File: config.mk
export PLATFORM = sky130hd
export DESIGN_NAME = ppcl_loader
export DESIGN_NICKNAME = d
export VERILOG_FILES = /design/src/ppcl_pkg.sv /design/src/ppcl_fifo.sv /design/src/ppcl_loader.sv
export SDC_FILE = /design/constraint.sdc
export NUM_CORES = 2
export LEC_CHECK = 0
export CAP_MARGIN = 20
export CORE_AREA = 2 2 378 380
export DETAILED_ROUTE_END_ITERATION = 12
export DIE_AREA = 0 0 380 382
export DONT_BUFFER_PORTS = 1
export SLEW_MARGIN = 10
export SYNTH_ARGS = -nofsm -noshare
export SYNTH_HDL_FRONTEND = slang
export SYNTH_SLANG_ARGS = --single-unit
export TNS_END_PERCENT = 5
File: constraint.sdc
create_clock -name clock -period 7.3 [get_ports clock]
set_clock_uncertainty 0.1 [all_clocks]
set_input_delay 1.095 -clock clock [delete_from_list [all_inputs] [get_ports clock]]
set_output_delay 1.095 -clock clock [all_outputs]
set_load 0.005 [all_outputs]
File: src/ppcl_pkg.sv
package ppcl_pkg;

	// Clock of the block, in picoseconds per cycle
	localparam int CLK_PERIOD_PS    = 4000;

	// Printed times, in their own units
	localparam int REQ_TO_LOW_NS    = 600;   // Request fall to pins low, max
	localparam int STATUS_LOW_US    = 268;   // Status low pulse, min
	localparam int INIT_OSC_US      = 175;   // Complete to user mode, min
	localparam int LOAD_CLK_MAX_MHZ = 125;   // Fastest load clock
	localparam int CU_DLY_PERIODS   = 4;     // Max load clock periods
	localparam int USER_INIT_CYCLES = 8576;  // User clock periods to start

	// Derived cycle counts (least and CU_DLY_CYC round up, longest rounds down)
	localparam int REQ_TO_LOW_CYC   = (REQ_TO_LOW_NS * 1000) / CLK_PERIOD_PS;
	localparam int STATUS_LOW_CYC   =
		(STATUS_LOW_US * 1000000 + CLK_PERIOD_PS - 1) / CLK_PERIOD_PS;
	localparam int INIT_OSC_CYC     =
		(INIT_OSC_US * 1000000 + CLK_PERIOD_PS - 1) / CLK_PERIOD_PS;
	localparam int CU_DLY_CYC       =
		(CU_DLY_PERIODS * (1000000 / LOAD_CLK_MAX_MHZ) + CLK_PERIOD_PS - 1)
		/ CLK_PERIOD_PS;

	// Counter width for all timers
	localparam int TMR_W            = 20;

	// Data path
	localparam int DATA_W           = 32;
	localparam int FIFO_DEPTH       = 32;

	// Register bus
	localparam int ADDR_W           = 8;
	localparam logic [7:0] REG_CTRL   = 8'h00;
	localparam logic [7:0] REG_KEY    = 8'h04;
	localparam logic [7:0] REG_IMAGE  = 8'h08;
	localparam logic [7:0] REG_STATUS = 8'h0c;
	localparam logic [7:0] REG_WORDS  = 8'h10;

	// Control register fields
	localparam int CTRL_DECOMP_BIT  = 0;
	localparam int CTRL_SECURE_BIT  = 1;
	localparam int CTRL_USRCLK_BIT  = 2;
	localparam int CTRL_WIDTH_LSB   = 3;
	localparam logic [4:0] CTRL_RESET = 5'h00;

	// Status register fields
	localparam int STAT_STATE_LSB   = 0;
	localparam int STAT_DONE_BIT    = 4;
	localparam int STAT_USER_BIT    = 5;
	localparam int STAT_ERROR_BIT   = 6;

	// Width selections
	localparam logic [1:0] WIDTH_8  = 2'h0;
	localparam logic [1:0] WIDTH_16 = 2'h1;

	// Load clock to data word ratios
	localparam logic [3:0] RATIO_PLAIN  = 4'h1;
	localparam logic [3:0] RATIO_SECURE = 4'h4;
	localparam logic [3:0] RATIO_DECOMP = 4'h8;

	// Sequencer states
	typedef enum logic [3:0] {
		ST_RESET,
		ST_RELEASE,
		ST_LOAD,
		ST_INIT_OSC,
		ST_INIT_DLY,
		ST_INIT_USR,
		ST_USER,
		ST_ERROR
	} ppcl_state_t;

endpackage

File: src/ppcl_fifo.sv
`timescale 1ns/1ps
module ppcl_fifo #(
	parameter int WIDTH = 32,
	parameter int DEPTH = 32
) (
	// Clock and reset
	input  wire logic             clock,
	input  wire logic             rst,
	// Fill side
	input  wire logic             in_valid,
	input  wire logic [WIDTH-1:0] in_data,
	output logic                  in_ready,
	// Drain side
	output logic                  out_valid,
	output logic      [WIDTH-1:0] out_data,
	input  wire logic             out_ready
);

	localparam int PTR_W = $clog2(DEPTH);

	logic [WIDTH-1:0] mem [DEPTH];   // Storage flops
	logic [PTR_W-1:0] wr_ptr;        // Next slot to fill
	logic [PTR_W-1:0] rd_ptr;        // Next slot to drain
	logic [PTR_W:0]   count;         // Words held in storage
	logic             push;          // Word accepted
	logic             pop;           // Word moved to output stage

	assign push = in_valid && in_ready;
	assign pop  = (count != '0) && (!out_valid || out_ready);

	// Storage write
	always_ff @(posedge clock) begin
		if (push) begin
			mem[wr_ptr] <= in_data;
		end
	end

	// Pointers, fill level and honest full flag
	always_ff @(posedge clock) begin
		if (rst) begin
			wr_ptr   <= '0;
			rd_ptr   <= '0;
			count    <= '0;
			in_ready <= 1'b0;
		end else begin
			if (push) begin
				wr_ptr <= PTR_W'(wr_ptr + 1'b1);
			end
			if (pop) begin
				rd_ptr <= PTR_W'(rd_ptr + 1'b1);
			end
			count    <= (PTR_W+1)'(count + push - pop);
			in_ready <= ((PTR_W+1)'(count + push - pop)) != DEPTH;
		end
	end

	// Registered output stage
	always_ff @(posedge clock) begin
		if (rst) begin
			out_valid <= 1'b0;
			out_data  <= '0;
		end else if (pop) begin
			out_valid <= 1'b1;
			out_data  <= mem[rd_ptr];
		end else if (out_ready) begin
			out_valid <= 1'b0;
		end
	end

endmodule

File: src/ppcl_loader.sv
// Our own choices: the address map and strobed register access.
`timescale 1ns/1ps
module ppcl_loader
	import ppcl_pkg::*;
#(
	parameter int STATUS_LOW_CYCLES = STATUS_LOW_CYC,
	parameter int INIT_OSC_CYCLES   = INIT_OSC_CYC,
	parameter int USER_INIT_EDGES   = USER_INIT_CYCLES
) (
	// Clock and reset
	input  wire logic              clock,
	input  wire logic              rst,
	// Configuration pins
	input  wire logic              cfg_request_n,
	input  wire logic              cfg_state_n_in,
	output logic                   cfg_state_n_out,
	output logic                   cfg_state_n_oe,
	output logic                   load_complete,
	input  wire logic              load_clock,
	input  wire logic [DATA_W-1:0] load_data,
	input  wire logic              user_init_clock,
	// Configuration word stream
	output logic                   word_valid,
	output logic      [DATA_W-1:0] word_data,
	input  wire logic              word_ready,
	// Device state
	output logic                   user_mode,
	// Register port
	input  wire logic [ADDR_W-1:0] reg_addr,
	input  wire logic [31:0]       reg_wdata,
	input  wire logic              reg_write,
	input  wire logic              reg_read,
	output logic      [31:0]       reg_rdata
);

	// Ratio decode from the feature enables
	function automatic logic [3:0] word_ratio(input logic decomp,
		input logic secure);
		if (decomp) begin
			word_ratio = RATIO_DECOMP;
		end else if (secure) begin
			word_ratio = RATIO_SECURE;
		end else begin
			word_ratio = RATIO_PLAIN;
		end
	endfunction

	// One processing round applied on each extra edge when secure
	function automatic logic [DATA_W-1:0] mix_round(
		input logic [DATA_W-1:0] w, input logic [DATA_W-1:0] k);
		mix_round = {w[DATA_W-2:0], w[DATA_W-1]} ^ k;
	endfunction

	// Pin synchronisers
	logic              req_s1, req_s2;       // Request pin
	logic              st_s1, st_s2;         // Status pin readback
	logic              lck_s1, lck_s2;       // Load clock
	logic              lck_d;                // Load clock, one later
	logic              uck_s1, uck_s2;       // User init clock
	logic              uck_d;                // User clock, one later
	logic [DATA_W-1:0] dat_s1, dat_s2;       // Data bus
	logic              lck_rise;             // Load clock rising edge
	logic              uck_rise;             // User clock rising edge

	// Software registers
	logic [4:0]        ctrl;                 // Feature enables and width
	logic [DATA_W-1:0] key;                  // Descramble key
	logic [31:0]       image_words;          // Words in the image

	// Sequencer
	ppcl_state_t       state;                // Present state
	ppcl_state_t       next_state;           // Next state
	logic [TMR_W-1:0]  timer;                // Shared delay counter
	logic [31:0]       word_count;           // Words delivered
	logic              load_error;           // Overflow seen
	logic [3:0]        edge_idx;             // Edge within word group
	logic [DATA_W-1:0] pend;                 // Word being processed
	logic [DATA_W-1:0] sampled;              // Width-masked data
	logic [3:0]        ratio;                // Active ratio
	logic              last_edge;            // Final edge of group
	logic              push;                 // Word offered to FIFO
	logic [DATA_W-1:0] push_data;            // Word offered
	logic              fifo_ready;           // FIFO has room
	logic              req_fall;             // Request now low

	assign ratio     = word_ratio(ctrl[CTRL_DECOMP_BIT],
		ctrl[CTRL_SECURE_BIT]);
	assign lck_rise  = lck_s2 && !lck_d;
	assign uck_rise  = uck_s2 && !uck_d;
	assign req_fall  = !req_s2;
	assign last_edge = edge_idx == (ratio - 4'h1);
	assign push      = (state == ST_LOAD) && lck_rise && last_edge;

	// Width select keeps only the lines in use
	always_comb begin
		case (ctrl[CTRL_WIDTH_LSB +: 2])
			WIDTH_8:  sampled = {24'h000000, dat_s2[7:0]};
			WIDTH_16: sampled = {16'h0000, dat_s2[15:0]};
			default:  sampled = dat_s2;
		endcase
	end

	// Word leaving processing; with ratio 1 it is the fresh sample
	always_comb begin
		if (ratio == RATIO_PLAIN) begin
			push_data = sampled;
		end else if (ctrl[CTRL_SECURE_BIT]) begin
			push_data = mix_round(pend, key);
		end else begin
			push_data = pend;
		end
	end

	// Two-flop synchronisers on every pin input
	always_ff @(posedge clock) begin
		if (rst) begin
			req_s1 <= 1'b1;
			req_s2 <= 1'b1;
			st_s1  <= 1'b1;
			st_s2  <= 1'b1;
			lck_s1 <= 1'b0;
			lck_s2 <= 1'b0;
			lck_d  <= 1'b0;
			uck_s1 <= 1'b0;
			uck_s2 <= 1'b0;
			uck_d  <= 1'b0;
			dat_s1 <= '0;
			dat_s2 <= '0;
		end else begin
			req_s1 <= cfg_request_n;
			req_s2 <= req_s1;
			st_s1  <= cfg_state_n_in;
			st_s2  <= st_s1;
			lck_s1 <= load_clock;
			lck_s2 <= lck_s1;
			lck_d  <= lck_s2;
			uck_s1 <= user_init_clock;
			uck_s2 <= uck_s1;
			uck_d  <= uck_s2;
			dat_s1 <= load_data;
			dat_s2 <= dat_s1;
		end
	end

	// Register writes
	always_ff @(posedge clock) begin
		if (rst) begin
			ctrl        <= CTRL_RESET;
			key         <= '0;
			image_words <= '0;
		end else if (reg_write) begin
			case (reg_addr)
				REG_CTRL:  ctrl        <= reg_wdata[4:0];
				REG_KEY:   key         <= reg_wdata;
				REG_IMAGE: image_words <= reg_wdata;
				default: begin
					// Unmapped writes are dropped
				end
			endcase
		end
	end

	// Register reads, data in the following cycle
	always_ff @(posedge clock) begin
		if (rst) begin
			reg_rdata <= '0;
		end else if (reg_read) begin
			case (reg_addr)
				REG_CTRL:   reg_rdata <= {27'h0000000, ctrl};
				REG_KEY:    reg_rdata <= key;
				REG_IMAGE:  reg_rdata <= image_words;
				REG_STATUS: reg_rdata <= {25'h0000000, load_error,
					user_mode, load_complete, state};
				REG_WORDS:  reg_rdata <= word_count;
				default:    reg_rdata <= '0;
			endcase
		end else begin
			reg_rdata <= '0;
		end
	end

	// Next state
	always_comb begin
		next_state = state;
		if (req_fall) begin
			next_state = ST_RESET;
		end else begin
			case (state)
				ST_RESET: begin
					// Held low for the minimum pulse
					if (timer >= TMR_W'(STATUS_LOW_CYCLES - 1)) begin
						next_state = ST_RELEASE;
					end
				end
				ST_RELEASE: begin
					// Wait while anyone holds the status pin low
					if (st_s2) begin
						next_state = ST_LOAD;
					end
				end
				ST_LOAD: begin
					if (push && !fifo_ready) begin
						next_state = ST_ERROR;
					end else if (push &&
						word_count + 32'h1 >= image_words) begin
						next_state = ctrl[CTRL_USRCLK_BIT] ?
							ST_INIT_DLY : ST_INIT_OSC;
					end
				end
				ST_INIT_OSC: begin
					if (timer >= TMR_W'(INIT_OSC_CYCLES - 1)) begin
						next_state = ST_USER;
					end
				end
				ST_INIT_DLY: begin
					if (timer >= TMR_W'(CU_DLY_CYC - 1)) begin
						next_state = ST_INIT_USR;
					end
				end
				ST_INIT_USR: begin
					if (uck_rise &&
						timer >= TMR_W'(USER_INIT_EDGES - 1)) begin
						next_state = ST_USER;
					end
				end
				ST_USER:  next_state = ST_USER;
				ST_ERROR: next_state = ST_ERROR;
				default:  next_state = ST_RESET;
			endcase
		end
	end

	// State register
	always_ff @(posedge clock) begin
		if (rst) begin
			state <= ST_RESET;
		end else begin
			state <= next_state;
		end
	end

	// Shared timer: cycles, or user clock edges while counting those
	always_ff @(posedge clock) begin
		if (rst || next_state != state) begin
			timer <= '0;
		end else if (state == ST_INIT_USR) begin
			if (uck_rise) begin
				timer <= TMR_W'(timer + 1'b1);
			end
		end else if (timer != '1) begin
			timer <= TMR_W'(timer + 1'b1);
		end
	end

	// Word grouping: first edge latches, later edges process when secure
	always_ff @(posedge clock) begin
		if (rst || state != ST_LOAD) begin
			edge_idx <= '0;
			pend     <= '0;
		end else if (lck_rise) begin
			if (last_edge) begin
				edge_idx <= '0;
			end else begin
				edge_idx <= 4'(edge_idx + 4'h1);
			end
			if (edge_idx == 4'h0) begin
				pend <= sampled;
			end else if (ctrl[CTRL_SECURE_BIT]) begin
				pend <= mix_round(pend, key);
			end
		end
	end

	// Delivered word count
	always_ff @(posedge clock) begin
		if (rst || req_fall) begin
			word_count <= '0;
		end else if (push && fifo_ready) begin
			word_count <= word_count + 32'h1;
		end
	end

	// Overflow flag; a fresh overflow wins over the restart clear
	always_ff @(posedge clock) begin
		if (rst) begin
			load_error <= 1'b0;
		end else if (push && !fifo_ready) begin
			load_error <= 1'b1;
		end else if (req_fall) begin
			load_error <= 1'b0;
		end
	end

	// Pin drivers: status pulled low only, completion and user mode
	always_ff @(posedge clock) begin
		if (rst) begin
			cfg_state_n_out <= 1'b0;
			cfg_state_n_oe  <= 1'b1;
			load_complete   <= 1'b0;
			user_mode       <= 1'b0;
		end else begin
			cfg_state_n_out <= 1'b0;
			cfg_state_n_oe  <= (next_state == ST_RESET) ||
				(next_state == ST_ERROR);
			load_complete   <= (next_state == ST_INIT_OSC) ||
				(next_state == ST_INIT_DLY) ||
				(next_state == ST_INIT_USR) ||
				(next_state == ST_USER);
			user_mode       <= next_state == ST_USER;
		end
	end

	// Word buffer toward the core
	ppcl_fifo #(
		.WIDTH (DATA_W),
		.DEPTH (FIFO_DEPTH)
	) u_fifo (
		.clock     (clock),
		.rst       (rst),
		.in_valid  (push),
		.in_data   (push_data),
		.in_ready  (fifo_ready),
		.out_valid (word_valid),
		.out_data  (word_data),
		.out_ready (word_ready)
	);

endmodule

## Word-level counts from Yosys, hierarchy flattened

Memories as Yosys holds them, arrays and structs flattened. A register that Yosys moved wholly into a read port is not among the register bits.
Index checks and enable logic that the tools add are counted.
Widths: inputs -> output; s select.

- Bits in read-only memories: 0
- Memories kept: 1
- Output and inout bits: 69
- Bits in latches: 0
- Input bits: 81
- Memory bits (writable): 1024
- Bits in registers: 289
- Logic and storage cells: 133

- Bitwise gates (word level): 2
- Eq/ne operators: 25
- Magnitude comparators: 5
- Multiplexer cells: 27
- $add $sub $neg: 8
- Divide/modulo/power cells: 0
- Reduce and logical (&&, ||, !) cells: 35
- Shift-type cells: 0
- $mul: 0

Memory list:

| memory | words | width | rd ports | clocked after Yosys merged registers in | wr ports | line | RTL |
|---|---|---|---|---|---|---|---|
| u_fifo.mem | 32 | 32 | 1 | 1 | 1 | ppcl_fifo.sv:21 | `logic [WIDTH-1:0] mem [DEPTH];` |

Operator list:

| operator | count |
|---|---|
| $pmux 32 s5 | 1 |
| $mux 32 | 3 |
| $pmux 32 s2 | 1 |
| $mux 20 | 3 |
| $mux 4 | 10 |
| $add 32x1->32 const B | 1 |
| $eq 4x3->1 const B | 8 |
| $ge 32x32->1 | 1 |
| $pmux 4 s8 | 1 |
| $xor 32x32->32 | 1 |
| $add 20x1->20 const B | 1 |
| $ge 20x14->1 const B | 1 |
| $ge 20x16->1 const B | 1 |
| $ge 20x17->1 const B | 1 |
| $ge 20x3->1 const B | 1 |
| $ne 20x20->1 const B | 1 |
| $eq 8x4->1 const B | 2 |
| $eq 4x2->1 const B | 3 |
| $logic_not 4->1 | 3 |
| $add 5x1->5 const B | 2 |
| $logic_and 1x1->1 | 9 |
| $eq 4x1->1 const B | 2 |
| $eq 8x3->1 const B | 1 |
| $eq 8x5->1 const B | 1 |
| 22 further kinds | 43 |

## Longest topological paths before layout

- Depth after elaboration: 14
- Depth in mapped cells: 19
- Depth with buffers taken out: 16

## By module

From an unflattened synthesis, not the netlist that was laid out.

- Cell total of the unflattened synthesis: 3547
- Area, all modules: 54160.7 um^2

By module, submodules not included:

| module | seq. area each (um^2) | area an instance (um^2) | times used | cells an instance |
|---|---|---|---|---|
| ppcl_fifo | 31750.5 | 40686.5 | 1 | 1898 |
| ppcl_loader | 5425.2 | 13474.2 | 1 | 1649 |

## Worst setup path after synthesis

Ideal clock, no wire load.

- Kind: register to register
- Start point: reg word_count[8]
- End point: reg load_complete
- Period minus slack after synthesis: 4.461 ns
- Path buffers: 1
- Setup slack: 2.839 ns
- Arrival: 4.245 ns
- Cell stages (with the launch flop): 18
- Data required time: 7.085 ns
- Cells stage by stage: dfxtp_1 -> buf_2 -> nand4_1 -> or4_4 -> nor3_4 -> and2_1 -> nand3_1 -> nor2_1 -> xnor2_1 -> ha_1 -> nand4_1 -> or3_4 -> or3_4 -> a41oi_2 -> o31a_2 -> and3b_2 -> or3_1 -> and3_1

- Cells in the longest elaborated chain, start to end: 11
- Elaborated cells on any way between the ends: 14
- Those cells by class: add/sub: 1; order compare: 1; eq/ne: 4; mux: 4; reduce/logical: 4

RTL lines:

| element | line | RTL |
|---|---|---|
| from (decl) | ppcl_loader.sv:74 | `logic [31:0] word_count;` |
| from (signal assigned) | ppcl_loader.sv:279 | `word_count <= word_count + 32'h1;` |
| $add 32x1->32 (*) | ppcl_loader.sv:205 | `word_count + 32'h1 >= image_words) begin` |
| $ge 32x32->1 (*) | ppcl_loader.sv:205 |  |
| $logic_and 1x1->1 (*) | ppcl_loader.sv:204 | `end else if (push &&` |
| $mux 4 (*) | ppcl_loader.sv:204 |  |
| $mux 4 (*) | ppcl_loader.sv:202 | `if (push && !fifo_ready) begin` |
| $pmux 4 s8 (*) | ppcl_loader.sv:188 | `case (state)` |
| $mux 4 (*) | ppcl_loader.sv:185 | `if (req_fall) begin` |
| $eq 4x2->1 / $eq 4x3->1 (equally long branches) | ppcl_loader.sv:305, ppcl_loader.sv:306 |  |
| $logic_or 1x1->1 | ppcl_loader.sv:305 | `load_complete <= (next_state == ST_INIT_OSC) \|\|` |
| $logic_or 1x1->1 | ppcl_loader.sv:306 | `(next_state == ST_INIT_DLY) \|\|` |
| $logic_or 1x1->1 (*) | ppcl_loader.sv:307 | `(next_state == ST_INIT_USR) \|\|` |
| to (signal assigned) | ppcl_loader.sv:305 |  |
| to (decl) | ppcl_loader.sv:18 | `output logic load_complete,` |

Mark *: on every way between the ends. The rest lies on a longest branch, timed or not.
A chain may end at the register's enable or synchronous reset.

## Final worst setup path

- Start point: reg word_count[8]
- End point: reg timer[3]

- Cells in the longest elaborated chain, start to end: 9

RTL lines:

| element | line | RTL |
|---|---|---|
| $add 32x1->32 | ppcl_loader.sv:205 |  |
| $ge 32x32->1 | ppcl_loader.sv:205 |  |
| $logic_and 1x1->1 | ppcl_loader.sv:204 |  |
| $mux 4 | ppcl_loader.sv:204 |  |
| $mux 4 | ppcl_loader.sv:202 |  |
| $pmux 4 s8 | ppcl_loader.sv:188 |  |
| $mux 4 | ppcl_loader.sv:185 |  |
| $ne 4x4->1 | ppcl_loader.sv:244 | `if (rst \|\| next_state != state) begin` |
| $logic_or 1x1->1 | ppcl_loader.sv:244 |  |
| to (signal assigned) | ppcl_loader.sv:248 | `timer <= TMR_W'(timer + 1'b1);` |
| to (signal assigned) | ppcl_loader.sv:251 | `timer <= TMR_W'(timer + 1'b1);` |
| to (decl) | ppcl_loader.sv:73 | `logic [TMR_W-1:0] timer;` |

No other way between the ends.

==> flow_summary.yaml <==
run_status:
  status: "complete, no violations"
sta:
  fin_crit_sh: 0.764
  rsz0062_at_grt: "no"
  slew_headroom: 0.235
  fin_ws_ns: 1.72
  timing.final.max_slew_violations: 0
  hold_ws_ns: 0.311
  finalSetupTns_ns: 0
  setup_viol: 0
  hold_viol: 0
  max_slew.worst_pin.slew_ns: 1.14
  timing.fmax_ghz: 0.179
  layout_min_cycle_time_ns: 5.58
logic_synthesis:
  ys_types: 76
  synth_area_mm2: 0.0534
  ys_top_cells_by_count: "1,024 x edfxtp_1, 321 x dfxtp_1, 320 x mux4_2, 235 x nor2_1, 233 x nand2_1"
  synth_warnings: 0
  ys_seq_elements: 1345
  yosysSeqAreaShare: 0.696
  synth_edf_count: 1024
  synthFlopType: "edfxtp_1"
  synth.most_common_cell: "edfxtp_1"
  synth_top_area_frac: 0.575
  netlist_instances: 3244
  syn_area_per_cell_um2: 16.5
  synth_top_area_cell: "edfxtp_1"
  synthArstFlopShare: 0
  ys_top_cells_by_area: "edfxtp_1 58%, mux4_2 13%, dfxtp_1 12%, nor2_1 1.7%, nand2_1 1.6%"
global_routing:
  grt_use_total: 0.192
  grt_pass1_vias: 28100
  grt_antenna_before_repair: 8
  globalRouteOverflowTotal: 0
  grt_pass1_wl_um: 203000
  grt_max_degree: 199
clocking:
  h-tree-depth: 4
  postCtsHoldBufs: 0
  cts_tree: "built"
  clkSinkCount: 1345
  cts_post_setup_buffers_inserted: 0
  numCtsBuffers: 142
  root_buffer: "clkbuf_16"
  cts_buffer_depth: 3
  clk_pin_slew_ns: 0.06
  cts_resized: 0
  clkLatencyLatePin_ns: 0.78
finish:
  fin_util: 0.435
  fin_nets: 3388
  regArea_mm2: 0.0372
  layout.filler_cells: 12300
  area_growth_pct: 14.6
  fin_cells: 5261
  drive_above_1_share: 0.209
  multi_input_area_mm2: 0.0157
critical_path:
  critPathArrivalTime_ns: 6.17
  cp_data_required_time_ns: 7.89
  r2r_setup_slack_ns: 1.72
  crit_path_max_fanout: 20
  end_kind: "flip-flop"
  cp-start-kind: "flip-flop"
  path_class: "reg -> reg"
route:
  via_per_inst: 5.52
  drt-total-wl_um: 140000
  wire_per_inst_um: 26.7
  antenna_left: 0
  num_vias: 29100
  drt_iter0_drc: 3323
  firstDrtPassIters: 7
  route.detailed.drc: 0
place:
  place_inst: 4987
  io_buffers: 0
  dp_hpwl_um: 89100
  dp_slack_ns: 1.81
  gp_congestion: 0.844
flow_run:
  maxCapViolations: 0
die:
  initial_core_util: 0.379
  ios: 150
  design.core.area_mm2: 0.141
  fp.dieW_um: 380
  die_h_um: 382
  dieArea_mm2: 0.145
  rows: 138
power_and_ir_drop:
  leakagePower_nw: 17.2
  ir_drop_mv: 0.223
  power_density_mw_per_mm2: 286
min_path:
  hp-class: "in -> reg"
-- critical path: stages (launching register included) --
cell and delay, ns:
dfxtp_1 0.50, nand4_1 0.21, or4_4 0.61, nor3_4 0.30
and2_1 0.23, nand3_1 0.24, nor2_1 0.19, xor2_1 0.19
ha_1 0.26, nand4_1 0.14, or3_4 0.17, a21oi_1 0.04
or4_1 0.64, o311ai_0 0.60, a21boi_0 0.18, a2111o_1 0.69
nor2_1 0.20
-- report_power, final --
group | switching (mW) | total [mW] | internal [mW]
combinational | 0.949 | 1.74 | 0.795
sequential | 0.208 | 8.45 | 8.24
clock | 3.00 | 7.30 | 4.30
-- state kept, by name (all words and copies together), names as in the netlist, 6 cells and up --
| register | cells |
|---|---|
| dat_s1 | 32 |
| dat_s2 | 32 |
| image_words | 32 |
| key | 32 |
| pend | 32 |
| reg_rdata | 32 |
| timer | 20 |
| u_fifo.count | 6 |
| u_fifo.mem | 1024 |
| u_fifo.out_data | 32 |
| word_count | 32 |
-- layer usage --
layer,vias to the layer above,global-route usage,part of all wire
li1,12600,-,-
met1,15200,0.278,0.44
met2,1093,0.298,0.47
met3,166,0.0303,0.067
met4,0,0.0579,0.024
met5,-,0,0
-- area by class of cell --
| type | count | area share |
|---|---|---|
| clock buffer | 189 | 0.0642 |
| timing repair buffer | 73 | 0.0176 |
| clock inverter | 68 | 0.0127 |
| inverter | 61 | 0.00374 |
| multi-input combinational | 1632 | 0.256 |
| tap | 1890 | 0.0386 |
| antenna | 3 | 0.000123 |
| sequential | 1345 | 0.607 |
-- path summary, 6_finish.rpt --
check                              from  depth (start not counted)                     to
min                                 rst                          1       uck_d$_SDFF_PP0_
max reg2reg  word_count[8]$_SDFFE_PP0P_                         16  timer[3]$_SDFFE_PP0P_
min reg2reg            st_s1$_SDFF_PP1_                          1       st_s2$_SDFF_PP1_
max          word_count[8]$_SDFFE_PP0P_                         16  timer[3]$_SDFFE_PP0P_
-- metrics by stage --
stage                     power (mW)  instance area, µm²
final                           17.5               61200
after CTS                       17.7               60900
after detailed placement        10.4               56200
after global routing            18.1               61200
after global placement          10.4               55800
after floorplan                 9.94               53400
-- cells by family after synthesis --
| family | Yosys count | share of synthesized area |
|---|---|---|
| mux | 372 | 0.145 |
| compound gates | 341 | 0.0414 |
| buf+inv | 268 | 0.0209 |
| other cells | 1 | 0.0000702 |
| flops | 1345 | 0.696 |
| fa+ha+maj | 52 | 0.0123 |
| simple gates | 747 | 0.0654 |
| xor+xnor | 118 | 0.0193 |
-- placed cells by master, fill, tap and decap left out, drive strengths merged, types with 6 or more instances in the layout --
master  instances
a211oi         42
a21oi         112
a222oi         32
a311oi          9
a31oi           6
and2            7
and3           11
and4            6
buf            73
bufinv         14
clkbuf        189
clkinv         47
dfxtp         321
edfxtp       1024
ha             51
inv            66
mux2           13
mux2i          39
mux4          320
nand2         233
nand3          82
nand4          20
nor2          235
nor2b          78
nor3           19
o211ai         19
o21a           11
o21ai          79
or2             9
or3            15
xnor2          72
xor2           46
No activity file was read; power rests on OpenSTA's default activity.
